### src/core/pwc_map.svh
// Constants of the wave counter: field positions, reset values, widths.
// Assumes inclusion by bare name from the design files.
`ifndef PWC_MAP_SVH
`define PWC_MAP_SVH

`define PWC_CNT_W        15
`define PWC_WORD_W       16
`define PWC_POL_BIT      15
`define PWC_CMP_MSB      14
`define PWC_TOP_RST      15'h03e8
`define PWC_PRESC_W      3
`define PWC_PRESC_RST    3'h0
`define PWC_LOAD_WAVE    2'h3
`define PWC_CHANNELS     4

`endif

### src/core/pwc_pkg.sv
// Types of the wave counter.
// Assumes nothing beyond the map header.
package pwc_pkg;
    typedef enum logic [1:0] {
        PWC_IDLE = 2'b00,
        PWC_UP   = 2'b01,
        PWC_DOWN = 2'b11
    } pwc_state_t;
endpackage

### src/core/pwc_tick_if.sv
// Prescaled tick and counter state shared between the modules.
// Assumes one clock domain.
interface pwc_tick_if;
    logic        tick;
    logic [14:0] count;
    logic [14:0] top;
    logic        run;
    modport src (output tick, count, top, run);
    modport snk (input tick, count, top, run);
endinterface

### src/core/pwc_prescaler.sv
// Divides the module clock by 2^sel into a one-cycle tick.
// Assumes a synchronous enable and a 25 MHz clock.
`include "pwc_map.svh"
module pwc_prescaler (
    // Clock and reset
    input  wire logic                      i_core_clk,
    input  wire logic                      i_rstn,
    // Control
    input  wire logic                      i_run,
    input  wire logic [`PWC_PRESC_W-1:0]   i_sel,
    // Tick
    output logic                           o_tick
);
    logic [7:0] div_reg;

    always_ff @(posedge i_core_clk or negedge i_rstn) begin
        if (!i_rstn) begin
            div_reg <= 8'h00;
        end else if (!i_run) begin
            div_reg <= 8'h00;
        end else begin
            div_reg <= div_reg + 8'h01;
        end
    end

    always_comb begin
        o_tick = i_run && ((div_reg & ((8'h01 << i_sel) - 8'h01)) == 8'h00);
    end
endmodule // pwc_prescaler

### src/core/pwc_channel.sv
// One compare channel: holds word, drives its pin.
// Assumes the counter and tick come over the shared interface.
`include "pwc_map.svh"
module pwc_channel (
    // Clock and reset
    input  wire logic                    i_core_clk,
    input  wire logic                    i_rstn,
    // Counter state
    pwc_tick_if.snk                      cnt,
    // Word load from the sequence decoder
    input  wire logic                    i_load,
    input  wire logic [`PWC_WORD_W-1:0]  i_word,
    input  wire logic                    i_idle_level,
    // Pin
    output logic                         o_out
);
    logic [`PWC_CNT_W-1:0] cmp_reg;
    logic                  pol_reg;
    logic                  out_reg;
    logic                  active;

    always_ff @(posedge i_core_clk or negedge i_rstn) begin
        if (!i_rstn) begin
            cmp_reg <= 15'h0000;
            pol_reg <= 1'b0;
        end else if (i_load) begin
            cmp_reg <= i_word[`PWC_CMP_MSB:0];
            pol_reg <= i_word[`PWC_POL_BIT];
        end
    end

    // Falling polarity: high while count below compare; top<cmp stays high
    always_comb begin
        active = (cnt.count < cmp_reg) || (cnt.top < cmp_reg);
    end

    always_ff @(posedge i_core_clk or negedge i_rstn) begin
        if (!i_rstn) begin
            out_reg <= 1'b0;
        end else if (!cnt.run) begin
            out_reg <= i_idle_level;
        end else begin
            out_reg <= pol_reg ? active : !active;
        end
    end

    always_comb begin
        o_out = out_reg;
    end
endmodule // pwc_channel

### src/core/pwc_wave_counter.sv
// Wave counter of a four-channel pulse width unit.
// Assumes decoder strobes and control levels synchronous to i_core_clk.
//
// Behaviour
// one 15-bit counter, four compare channels
// shared period, own duty and polarity
// direction setting selects up or up-down
// period from top value and prescaler
// top below compare: no edges, high
// compare values only written by decoder
// polarity from fetched word bit
// top register writes never glitch period
// load_mode_a load mode uses fetched top
// other modes sample top at start/load
// up mode wraps at top, outputs toggle
// compare zero low, compare top high; up-down goes low for the tick at count top
// up mode gives edge-aligned pulses
// up period is top times tick
// up-down counts back, centre-aligned pulses
// up-down period twice top times tick
// word: polarity bit 15, compare below
// one step per tick, idle until start
`include "pwc_map.svh"
module pwc_wave_counter #(
    parameter int CHANNELS = `PWC_CHANNELS
) (
    // Clock and reset
    input  wire logic                           i_core_clk,
    input  wire logic                           i_rstn,
    // Configuration
    input  wire logic                           i_count_up_then_down,
    input  wire logic [`PWC_PRESC_W-1:0]        i_prescale_sel,
    input  wire logic [1:0]                     i_load_mode,
    input  wire logic [`PWC_CNT_W-1:0]          i_period_top_value,
    input  wire logic [CHANNELS-1:0]            i_idle_level,
    // Sequence decoder
    input  wire logic                           i_sequence_start_task,
    input  wire logic                           i_stop_task,
    input  wire logic [CHANNELS-1:0]            i_load_channel,
    input  wire logic [CHANNELS*`PWC_WORD_W-1:0] i_load_word,
    input  wire logic                           i_load_top,
    input  wire logic [`PWC_CNT_W-1:0]          i_fetched_top,
    // Status
    output logic                                o_running,
    output logic                                o_period_end,
    output logic [`PWC_CNT_W-1:0]               o_count,
    // Pins
    output logic [CHANNELS-1:0]                 o_out
);
    pwc_tick_if tif ();

    pwc_pkg::pwc_state_t   state_reg;
    pwc_pkg::pwc_state_t   state_next;
    logic [`PWC_CNT_W-1:0] count_reg;
    logic [`PWC_CNT_W-1:0] count_next;
    logic [`PWC_CNT_W-1:0] top_reg;
    logic [`PWC_CNT_W-1:0] top_pend_reg;
    logic                  pend_reg;
    logic                  tick;
    logic                  wave_mode;
    logic                  period_end;
    logic                  pend_end_reg;
    logic                  up_last;

    // Load mode test used for both sampling paths
    function automatic logic is_wave(input logic [1:0] mode);
        return mode == `PWC_LOAD_WAVE;
    endfunction

    always_comb begin
        wave_mode = is_wave(i_load_mode);
    end

    pwc_prescaler u_presc (
        .i_core_clk (i_core_clk),
        .i_rstn     (i_rstn),
        .i_run      (state_reg != pwc_pkg::PWC_IDLE),
        .i_sel      (i_prescale_sel),
        .o_tick     (tick)
    );

    // Up mode wraps one count early: top steps make one period
    always_comb begin
        up_last = (({1'b0, count_reg} + 16'h0001) >= {1'b0, top_reg});
    end

    // Period ends when the counter returns to zero
    always_comb begin
        period_end = 1'b0;
        if (tick) begin
            if (state_reg == pwc_pkg::PWC_UP && !i_count_up_then_down) begin
                period_end = up_last;
            end else if (state_reg == pwc_pkg::PWC_DOWN) begin
                period_end = (count_reg <= 15'h0001);
            end
        end
    end

    always_comb begin
        state_next = state_reg;
        count_next = count_reg;
        case (state_reg)
            pwc_pkg::PWC_IDLE: begin
                count_next = 15'h0000;
                if (i_sequence_start_task) begin
                    state_next = pwc_pkg::PWC_UP;
                end
            end
            pwc_pkg::PWC_UP: begin
                if (tick) begin
                    if (i_count_up_then_down && count_reg >= top_reg) begin
                        state_next = pwc_pkg::PWC_DOWN;
                        count_next = count_reg - 15'h0001;
                    end else if (!i_count_up_then_down && up_last) begin
                        count_next = 15'h0000;
                    end else begin
                        count_next = count_reg + 15'h0001;
                    end
                end
            end
            pwc_pkg::PWC_DOWN: begin
                if (tick) begin
                    if (count_reg <= 15'h0001) begin
                        state_next = pwc_pkg::PWC_UP;
                        count_next = 15'h0000;
                    end else begin
                        count_next = count_reg - 15'h0001;
                    end
                end
            end
            default: begin
                state_next = pwc_pkg::PWC_IDLE;
                count_next = 15'h0000;
            end
        endcase
        if (i_stop_task) begin
            state_next = pwc_pkg::PWC_IDLE;
            count_next = 15'h0000;
        end
    end

    always_ff @(posedge i_core_clk or negedge i_rstn) begin
        if (!i_rstn) begin
            state_reg <= pwc_pkg::PWC_IDLE;
            count_reg <= 15'h0000;
        end else begin
            state_reg <= state_next;
            count_reg <= count_next;
        end
    end

    // Top value: staged, applied while idle or at a period boundary
    always_ff @(posedge i_core_clk or negedge i_rstn) begin
        if (!i_rstn) begin
            top_pend_reg <= `PWC_TOP_RST;
            pend_reg     <= 1'b0;
        end else if (wave_mode && i_load_top) begin
            top_pend_reg <= i_fetched_top;
            pend_reg     <= 1'b1;
        end else if (!wave_mode && (i_sequence_start_task || i_load_top)) begin
            top_pend_reg <= i_period_top_value;
            pend_reg     <= 1'b1;
        end else if (period_end) begin
            pend_reg     <= 1'b0;
        end
    end

    always_ff @(posedge i_core_clk or negedge i_rstn) begin
        if (!i_rstn) begin
            top_reg <= `PWC_TOP_RST;
        end else if (state_reg == pwc_pkg::PWC_IDLE && !wave_mode
                     && i_sequence_start_task) begin
            top_reg <= i_period_top_value;
        end else if (state_reg == pwc_pkg::PWC_IDLE && pend_reg) begin
            top_reg <= top_pend_reg;
        end else if (period_end && pend_reg) begin
            top_reg <= top_pend_reg;
        end
    end

    always_ff @(posedge i_core_clk or negedge i_rstn) begin
        if (!i_rstn) begin
            pend_end_reg <= 1'b0;
        end else begin
            pend_end_reg <= period_end;
        end
    end

    always_comb begin
        tif.tick  = tick;
        tif.count = count_reg;
        tif.top   = top_reg;
        tif.run   = (state_reg != pwc_pkg::PWC_IDLE);
    end

    genvar g;
    generate
        for (g = 0; g < CHANNELS; g = g + 1) begin : g_ch
            pwc_channel u_ch (
                .i_core_clk   (i_core_clk),
                .i_rstn       (i_rstn),
                .cnt          (tif.snk),
                .i_load       (i_load_channel[g]),
                .i_word       (i_load_word[g*`PWC_WORD_W +: `PWC_WORD_W]),
                .i_idle_level (i_idle_level[g]),
                .o_out        (o_out[g])
            );
        end
    endgenerate

    always_comb begin
        o_running    = tif.run;
        o_period_end = pend_end_reg;
        o_count      = count_reg;
    end
endmodule // pwc_wave_counter

### config.mk
export PLATFORM = sky130hd
export DESIGN_NAME = pwc_wave_counter
export DESIGN_NICKNAME = d
export VERILOG_FILES = /design/src/core/pwc_pkg.sv /design/src/core/pwc_tick_if.sv /design/src/core/pwc_prescaler.sv /design/src/core/pwc_channel.sv /design/src/core/pwc_wave_counter.sv
export VERILOG_INCLUDE_DIRS = /design/src /design/src/core
export SDC_FILE = /design/constraint.sdc
export NUM_CORES = 1
export LEC_CHECK = 0
export BUFFER_PORTS_ARGS = -buffer_cell sky130_fd_sc_hd__buf_2
export CAP_MARGIN = 15
export CORE_AREA = 2 2 155 157
export CTS_CLUSTER_DIAMETER = 80
export CTS_CLUSTER_SIZE = 8
export DETAILED_ROUTE_END_ITERATION = 8
export DIE_AREA = 0 0 157 159
export GPL_TIMING_DRIVEN = 0
export PLACE_DENSITY = 0.61
export SYNTH_ARGS = -nofsm -noshare
export SYNTH_HDL_FRONTEND = slang
export SYNTH_SLANG_ARGS = --single-unit
### constraint.sdc
create_clock -name i_core_clk -period 6.2 [get_ports i_core_clk]
set_clock_uncertainty 0.2 [all_clocks]
set_input_delay 1.24 -clock i_core_clk [delete_from_list [all_inputs] [get_ports i_core_clk]]
set_output_delay 1.24 -clock i_core_clk [all_outputs]
set_load 0.02 [all_outputs]
# After elaboration in Yosys (flattened, before gate mapping)
# Cells that the tools add are included.
[word_totals]
out_inout_bits = 21
regBits = 125
inputBits = 113
[op_classes]
reduce_logical = 29
eq_ne = 8
shift = 1
magnitude_cmp = 11
addsub = 5
bitwise_logic = 1
mux = 34
[op_table]
columns = ["cell", "count"]
rows = [
  ["$mux 15", 11],
  ["$lt 15x15->1", 8],
  ["$pmux 15 s2", 1],
  ["$add 15x1->16 const B", 1],
  ["$ge 16x15->1", 1],
  ["$add 15x1->15 const B", 1],
  ["$ge 15x15->1", 1],
  ["$le 15x1->1 const B", 1],
  ["$sub 15x1->15 const B", 1],
  ["$mux 1", 14],
  ["$mux 2", 6],
  ["$ne 3x2->1 const B", 4],
  ["$logic_and 1x1->1", 10],
  ["$add 8x1->8 const B", 1],
  ["$and 8x8->8", 1],
  ["$logic_not 8->1", 1],
  ["$mux 8", 1],
  ["$shl 1x3->8 const A", 1],
  ["$sub 8x1->8 const B", 1],
  ["$logic_not 1->1", 6],
  ["$pmux 2 s3", 1],
  ["$reduce_bool 3->1", 2],
  ["$logic_or 1x1->1", 5],
  ["$reduce_and 5->1", 1],
  ["6 further kinds", 8],
]

# Longest topological paths before layout
# Gate-level depths: netlist (run 1).
[logic_depth]
depth_word = 10
depth_mapped = 15
depth_no_buf = 14

# Cells and area by module
# From an unflattened synthesis (run 1), not the netlist that was laid out.
[unflattened]
hier_cells = 1016
area_unflattened_um2 = 9121.2
[modules_own_cells]
columns = ["module", "area_each_um2", "seq_area_each_um2", "cells_per_inst", "n_inst"]
rows = [
  ["pwc_channel", 1265.0, 425.4, 145, 4],
  ["pwc_wave_counter", 3696.0, 1241.2, 399, 1],
  ["pwc_prescaler", 365.4, 175.2, 37, 1],
]

# Worst setup path before layout (run 1)
# No wires, ideal clock.
[synth_path]
kind = "reg-to-reg"
start = "register count_reg[1] (netlist: o_count[1])"
end = "register count_reg[13] (netlist: o_count[13])"
arrival_ns = 3.761
path_slack_ns = 2.156
setup_ns = 0.083
synth_period_minus_slack_ns = 4.044
required_time_ns = 5.917
stages_incl_launch_ff = 16
path_cell_list = "dfrtp_1 ha_1 nand3_1 nor2_1 and3_1 nand3_1 xnor2_1 ha_1 nand2_1 o21ai_0 a211oi_1 nor2_1 o32ai_1 buf_2 a22oi_1 o21ai_0"
[synth_between]
elab_chain_cells = 8
[synth_lines]
columns = ["item", "line", "rtl"]
rows = [
  ["start, declared", "pwc_wave_counter.sv:54", "logic [`PWC_CNT_W-1:0] count_reg;"],
  ["start signal, assigned", "pwc_wave_counter.sv:148", "count_reg <= count_next;"],
  ["$add 15x1->16", "pwc_wave_counter.sv:84", "up_last = (({1'b0, count_reg} + 16'h0001) >= {1'b0, top_reg});"],
  ["$ge 16x15->1", "pwc_wave_counter.sv:84", ""],
  ["$logic_and 1x1->1", "pwc_wave_counter.sv:114", "end else if (!i_count_up_then_down && up_last) begin"],
  ["$mux 15", "pwc_wave_counter.sv:114", ""],
  ["$mux 15", "pwc_wave_counter.sv:111", "if (i_count_up_then_down && count_reg >= top_reg) begin"],
  ["$mux 15", "pwc_wave_counter.sv:110", "if (tick) begin"],
  ["$pmux 15 s2 *", "pwc_wave_counter.sv:102", "case (state_reg)"],
  ["$mux 15 *", "pwc_wave_counter.sv:136", "if (i_stop_task) begin"],
]
# Every way passes the cells marked *; elsewhere a longest branch is shown, timed or not. The select of a mux whose other input is x is not followed.
# A chain may end at the register's enable or synchronous reset.

# Worst setup path in the final report (run 1)
# Ends and elaborated chain as after synthesis.

==> impl_metrics.py, run 1 <==
metrics = {
    "timing": {
        "rsz0062_at_grt": "false",
        "final.setup.worst_slack_ps": 658,
        "tns_ps": 0,
        "fmax_ghz": 0.180,
        "hold_slack_ps": 323,
        "setup_viol": 0,
        "worstMarginPinSlew_ps": 1020,
        "fin_crit_sh_pct": 89.4,
        "slew_headroom_pct": 31.6,
        "maxSlewViolCount": 0,
        "timing_hold_violations_final": 0,
        "period_minus_slack_ps": 5540,
    },
    "worst_setup_path": {
        "cp_slowest_cell": "o32ai_1",
        "r2r-start": "o_count[1]",
        "max_stage_delay_ps": 910,
        "cp-end-kind": "flop",
        "path_cells": "ha_1 -> nand3_1 -> nor2_1 -> and3_1 -> nand3_1 -> xnor2_1 -> ha_1 -> nand2_1 -> o21ai_0 -> a211oi_1 -> nor2_1 -> o32ai_1 -> buf_2 -> a22oi_1 -> o21ai_0",
        "cp.required_ps": 6330,
        "timing.rr.end": "o_count[13]",
        "path_class": "reg2reg",
        "r2r_cells": 15,
        "startpoint_type": "flop",
        "crit_arrival_ps": 5670,
        "critical_path.max_fanout": 14,
        "reg2reg_slack_ps": 660,
    },
    "synthesis": {
        "synth_top_area_share_pct": 30.7,
        "ys_top_cells_by_count": "ha_1, dfrtp_1, o21ai_0",
        "syn_area_sq_um": 9130,
        "async_reset_ff_share_pct": 100,
        "syn_nets": 1260,
        "avgSynthCellArea_sq_um": 9.12,
        "syn_inst": 1001,
        "ys_ff_latch": 124,
        "post-synth-top-count-cell": "ha_1",
        "synth.distinct_cells": 65,
        "ys_seq_area_share_pct": 34.2,
        "synthFlopType": "dfrtp_1",
        "yosysWarnings": 0,
        "synth_edf_count": 0,
        "synth_area_leader_cell": "dfrtp_1",
        "yosys-top-cells-area": "dfrtp_1, ha_1, o21ai_0",
    },
    "cts": {
        "htree_num_levels": 4,
        "clock_latency_ps": 430,
        "post_cts.repair.setup_buffers": 0,
        "clkSinkCount": 124,
        "numCtsBuffers": 17,
        "cts_tree": "yes",
        "clk_pin_slew_ps": 60,
        "root_buffer": "clkbuf_16",
        "hold_buffers": 0,
        "post_cts_resized": 0,
        "clockBufferDepth": 2,
    },
    "worst_hold_path": {
        "hold_start": "u_presc.div_reg[0]",
        "hold_class": "reg2reg",
        "min_to": "u_presc.div_reg[0]",
        "min_path_cells": 1,
    },
    "die": {
        "num_rows": 56,
        "start_util_pct": 39.4,
        "die_h_um": 159,
        "coreArea_sq_um": 23200,
        "die_x_um": 157,
        "die_area_sq_um": 25000,
        "io_pins": 134,
    },
    "power": {
        "power.leakage_nw": 5.39,
        "power_density_nw_per_um2": 233,
        "irDropWorstVdd_mv": 0.119,
    },
    "grt": {
        "grt-ovfl-total": 0,
        "grt_pass1_wl_mm": 41.9,
        "grt_usage_pct": 21.7,
        "antenna_found_initial": 1,
        "grt_max_degree": 71,
        "grt_pass1_vias": 7698,
    },
    "placed_design": {
        "hpwlAfterDp_mm": 20.2,
        "numPortBuffers": 128,
        "dp_slack_ps": 832,
        "dpl.cell_count": 1450,
        "gp_congestion": 0.864,
    },
    "cells_and_area": {
        "final_cells": 1482,
        "antenna_cells": 0,
        "drive_gt1_share_pct": 18.9,
        "area_growth_pct": 18.1,
        "largest_register_ffs": 60,
        "nFillCells": 2271,
        "final_nets": 1409,
    },
    "detailed_routing": {
        "drtIter0Drc": 533,
        "drt_pass1_iterations": 6,
        "routed_wl_mm": 26.9,
        "viasPerCell": 5.46,
        "drcViolationCount": 0,
        "wl_per_cell_um": 18.1,
        "vias": 8091,
        "antenna_left": 0,
    },
    "outcome": {
        "status": "complete, no violations",
    },
    "run": {
        "cap_violations": 0,
    },
}
## report_power, final
group	internal, mW	total (mW)	switching [mW]
clock network	0.539	0.972	0.433
registers	0.888	0.976	0.0881
logic	0.246	0.568	0.322
total	1.67	2.52	0.843
## how the worst max path moves through the flow
| stage | startpoint | to | slack, ps | cells after the start |
|---|---|---|---|---|
| after floorplan | o_count[1] | o_count[13] | 2160 | 15 |
| after CTS | o_count[1] | o_count[13] | 830 | 15 |
| after global routing | o_count[1] | o_count[13] | 360 | 15 |
| after detailed placement | o_count[1] | o_count[13] | 830 | 15 |
| final | o_count[1] | o_count[13] | 660 | 15 |
| after global placement | o_count[1] | o_count[13] | 760 | 15 |
## cell type report
cell class / count / area, sq um / area share, %
plain buffers: 47 / 215 / 2.00
clock buffers: 18 / 439 / 4.07
clock inverters: 14 / 129 / 1.20
inverters: 79 / 297 / 2.75
multi-input cells: 751 / 5500 / 51.0
flip-flops and latches: 124 / 3120 / 28.9
well taps: 319 / 399 / 3.70
repair buffers: 130 / 686 / 6.36
## cell usage in the layout, fill, tap and decap left out, types with 16 or more instances in the layout
| cell type | count |
|---|---|
| clkbuf_16 | 17 |
| o21ai_0 | 101 |
| clkbuf_1 | 33 |
| nor2_1 | 55 |
| nand3_1 | 23 |
| buf_2 | 133 |
| mux2i_1 | 16 |
| o22ai_1 | 31 |
| nor3_1 | 22 |
| inv_1 | 79 |
| nand4_1 | 20 |
| ha_1 | 146 |
| a21oi_1 | 47 |
| dfrtp_1 | 112 |
| nand2_1 | 94 |
## critical path: cells and delay by family (launching register included)
kind                     cells  cell delay, ps
AO/OA/AOI/OAI                5            1920
AND/OR/NAND/NOR              6            1200
flip-flops                   1             810
adder cells (fa/ha/maj)      2             660
buffers and inverters        1             400
XOR/XNOR                     1             250
## stage by stage
step	cell area [sq um]	utilization, %	total power, mW
5_1_grt	10800	46.5	2.66
4_1_cts	10800	46.5	2.53
2_1_floorplan	9130	-	1.34
3_3_place_gp	10200	43.8	1.53
6_report	10800	46.5	2.52
3_5_place_dp	10200	44.0	1.55
## per-layer routing
metal | GRT usage (%) | vias to the layer above | wire length (um)
met1 | 30.9 | 3826 | 12700
li1 | - | 3965 | -
met2 | 33.8 | 255 | 11900
met4 | 7.38 | 0 | 742
met5 | 0 | - | 0
met3 | 3.13 | 45 | 1510
## logic make-up after synthesis
group | after synthesis | synth area share, %
simple gates | 257 | 13.2
flops | 124 | 34.2
xor+xnor | 26 | 2.49
buf+inv | 126 | 5.61
fa+ha+maj | 146 | 20.0
compound gates | 298 | 21.8
mux | 24 | 2.74
(Power assumes the default switching activity.)
==> run 2, diff against run 1 <==
--- a/config.mk
+++ b/config.mk
@@ -17,4 +17,5 @@
 export PLACE_DENSITY = 0.61
 export SYNTH_ARGS = -nofsm -noshare
 export SYNTH_HDL_FRONTEND = slang
+export SYNTH_HIERARCHICAL = 1
 export SYNTH_SLANG_ARGS = --single-unit
==> impl_metrics.py, run 2 <==
metrics = {
    "die": {
        "die_h_um": 159,
        "num_rows": 56,
        "die_x_um": 157,
        "coreArea_sq_um": 23200,
        "start_util_pct": 39.3,
        "io_pins": 134,
        "die_area_sq_um": 25000,
    },
    "cts": {
        "clockBufferDepth": 2,
        "clk_pin_slew_ps": 60,
        "clkSinkCount": 124,
        "clock_latency_ps": 430,
        "post_cts.repair.setup_buffers": 0,
        "hold_buffers": 0,
        "htree_num_levels": 4,
        "numCtsBuffers": 17,
        "root_buffer": "clkbuf_16",
        "cts_tree": "yes",
        "post_cts_resized": 0,
    },
    "placed_design": {
        "hpwlAfterDp_mm": 19.5,
        "gp_congestion": 0.873,
        "numPortBuffers": 129,
        "dp_slack_ps": 1640,
    },
    "grt": {
        "grt-ovfl-total": 0,
        "grt_usage_pct": 22.2,
        "grt_pass1_vias": 7735,
        "antenna_found_initial": 1,
        "grt_pass1_wl_mm": 42.3,
        "grt_max_degree": 79,
    },
    "detailed_routing": {
        "wl_per_cell_um": 17.8,
        "vias": 7897,
        "viasPerCell": 5.28,
        "antenna_left": 0,
        "drt_pass1_iterations": 5,
        "drtIter0Drc": 363,
        "routed_wl_mm": 26.7,
        "drcViolationCount": 0,
    },
    "cells_and_area": {
        "final_cell_mix": "ha_1, buf_2, nand2_1, a21oi_1, dfrtp_1",
        "final_util_pct": 46.6,
        "final_nets": 1424,
        "multiInputGateArea_sq_um": 5490,
        "area_growth_pct": 18.5,
        "layout_commonest_cell": "ha_1",
        "nFillCells": 2280,
        "largest_register_ffs": 60,
        "drive_gt1_share_pct": 17.8,
        "register_area_sq_um": 3120,
        "antenna_cells": 0,
    },
    "worst_setup_path": {
        "cp.required_ps": 6290,
        "path_class": "reg2reg",
        "critPathTopFamily": "simple AND/OR/NAND/NOR gates",
        "critical_path.max_fanout": 10,
        "cp-end-kind": "flop",
        "crit_arrival_ps": 4750,
        "critPathBufInv": 3,
        "startpoint_type": "flop",
        "r2r_cells": 14,
        "reg2reg_slack_ps": 1540,
        "r2r-start": "o_count[2]",
        "cp_slowest_cell": "dfrtp_1",
        "max_stage_delay_ps": 650,
        "path_cells": "clkbuf_1 -> and4_1 -> nand4_1 -> xnor2_1 -> ha_1 -> and4_1 -> o311a_1 -> a2111oi_0 -> nor3b_1 -> nor4bb_1 -> buf_2 -> buf_2 -> a21oi_1 -> o41ai_1",
        "timing.rr.end": "o_count[7]",
        "critical_path_depth": 14,
    },
    "worst_hold_path": {
        "min_to": "g_ch[0].u_ch/pol_reg",
        "hold_start": "g_ch[0].u_ch/pol_reg",
        "hold_class": "reg2reg",
        "min_path_cells": 1,
    },
    "synthesis": {
        "syn_nets": 1275,
        "syn_inst": 1016,
        "syn_area_sq_um": 9120,
        "synth_edf_count": 0,
        "synth_area_leader_cell": "dfrtp_1",
        "ys_seq_area_share_pct": 34.2,
        "yosys-top-cells-area": "dfrtp_1, ha_1, a21oi_1",
        "synth_top_area_share_pct": 30.7,
        "async_reset_ff_share_pct": 100,
        "synthFlopType": "dfrtp_1",
        "yosysWarnings": 6,
        "avgSynthCellArea_sq_um": 8.98,
        "post-synth-top-count-cell": "ha_1",
        "synth.distinct_cells": 64,
        "ys_top_cells_by_count": "ha_1, nand2_1, a21oi_1",
        "ys_ff_latch": 124,
    },
    "timing": {
        "tns_ps": 0,
        "fin_crit_sh_pct": 75.1,
        "setup_viol": 0,
        "rsz0062_at_grt": "false",
        "final.setup.worst_slack_ps": 1540,
        "period_minus_slack_ps": 4660,
        "fmax_ghz": 0.215,
        "timing_hold_violations_final": 0,
        "maxSlewViolCount": 0,
        "worstMarginPinSlew_ps": 773,
        "slew_headroom_pct": 48.5,
        "hold_slack_ps": 327,
    },
    "run": {
        "cap_violations": 0,
    },
    "outcome": {
        "status": "complete, no violations",
    },
    "power": {
        "power_density_nw_per_um2": 242,
        "power.leakage_nw": 5.57,
        "irDropWorstVdd_mv": 0.140,
    },
}
-- run 2: cell types whose count changed after synthesis, moves of 17 or more --
cell / change
a21oi_1: +71
nor2_1: -26
o22ai_1: -17
nand2_1: +36
mux2i_1: +27
o21ai_1: +18
-- run 2: per-stage QoR --
stage | std cells | area [sq um] | total power, mW
after global routing | 1497 | 10800 | 2.79
after detailed placement | 1465 | 10200 | 1.59
final | 1497 | 10800 | 2.62
after floorplan | 1016 | 9120 | 1.36
after CTS | 1497 | 10800 | 2.65
after global placement | 1464 | 10200 | 1.56
-- run 2: final cells by class --
type                    count  area share (%)
multi-input cells         765            50.8
flip-flops and latches    124            28.8
repair buffers            130            6.28
clock buffers              17            3.93
well taps                 319            3.69
inverters                  90            3.12
clock inverters            15            1.74
plain buffers              37            1.62
-- run 2: metal layers --
layer	vias up	wire (um)	track usage, %
met4	2	686	8.51
met3	45	1600	3.97
met1	3694	12600	31.2
met2	224	11800	34.1
li1	3932	-	-
met5	-	13	0
-- run 2: where the power goes --
part	total, mW	internal (mW)	switching [mW]
Combinational	0.592	0.245	0.347
Clock	1.04	0.638	0.402
Sequential	0.989	0.891	0.0980
Total	2.62	1.77	0.847
-- run 2: logic make-up (layout without fill, tap and decap cells) --
| group | count (synthesis) | count (layout) | share of synthesized area (%) |
|---|---|---|---|
| compound gates | 292 | 292 | 18.8 |
| simple gates | 253 | 253 | 13.4 |
| fa+ha+maj | 146 | 146 | 20.0 |
| buf+inv | 127 | 289 | 5.62 |
| flops | 124 | 124 | 34.2 |
| mux | 53 | 53 | 5.95 |
| xor+xnor | 21 | 21 | 2.02 |
-- run 2: how the worst max path moves through the flow --
stage | startpoint | endpoint
global placement | o_count[2] | o_count[7]
global route | o_count[2] | o_count[7]
floorplan | o_count[2] | o_count[7]
detailed placement | o_count[2] | o_count[7]
finish | o_count[2] | o_count[7]
CTS | o_count[2] | o_count[7]
-- run 2: worst register-to-register path: cells and delay by family, from the launching register on --
kind	cells	cell delay, ps
XOR/XNOR	1	290
adder cells (fa/ha/maj)	1	270
buffers and inverters	3	920
AO/OA/AOI/OAI	4	1010
AND/OR/NAND/NOR	5	1180
flip-flops	1	650
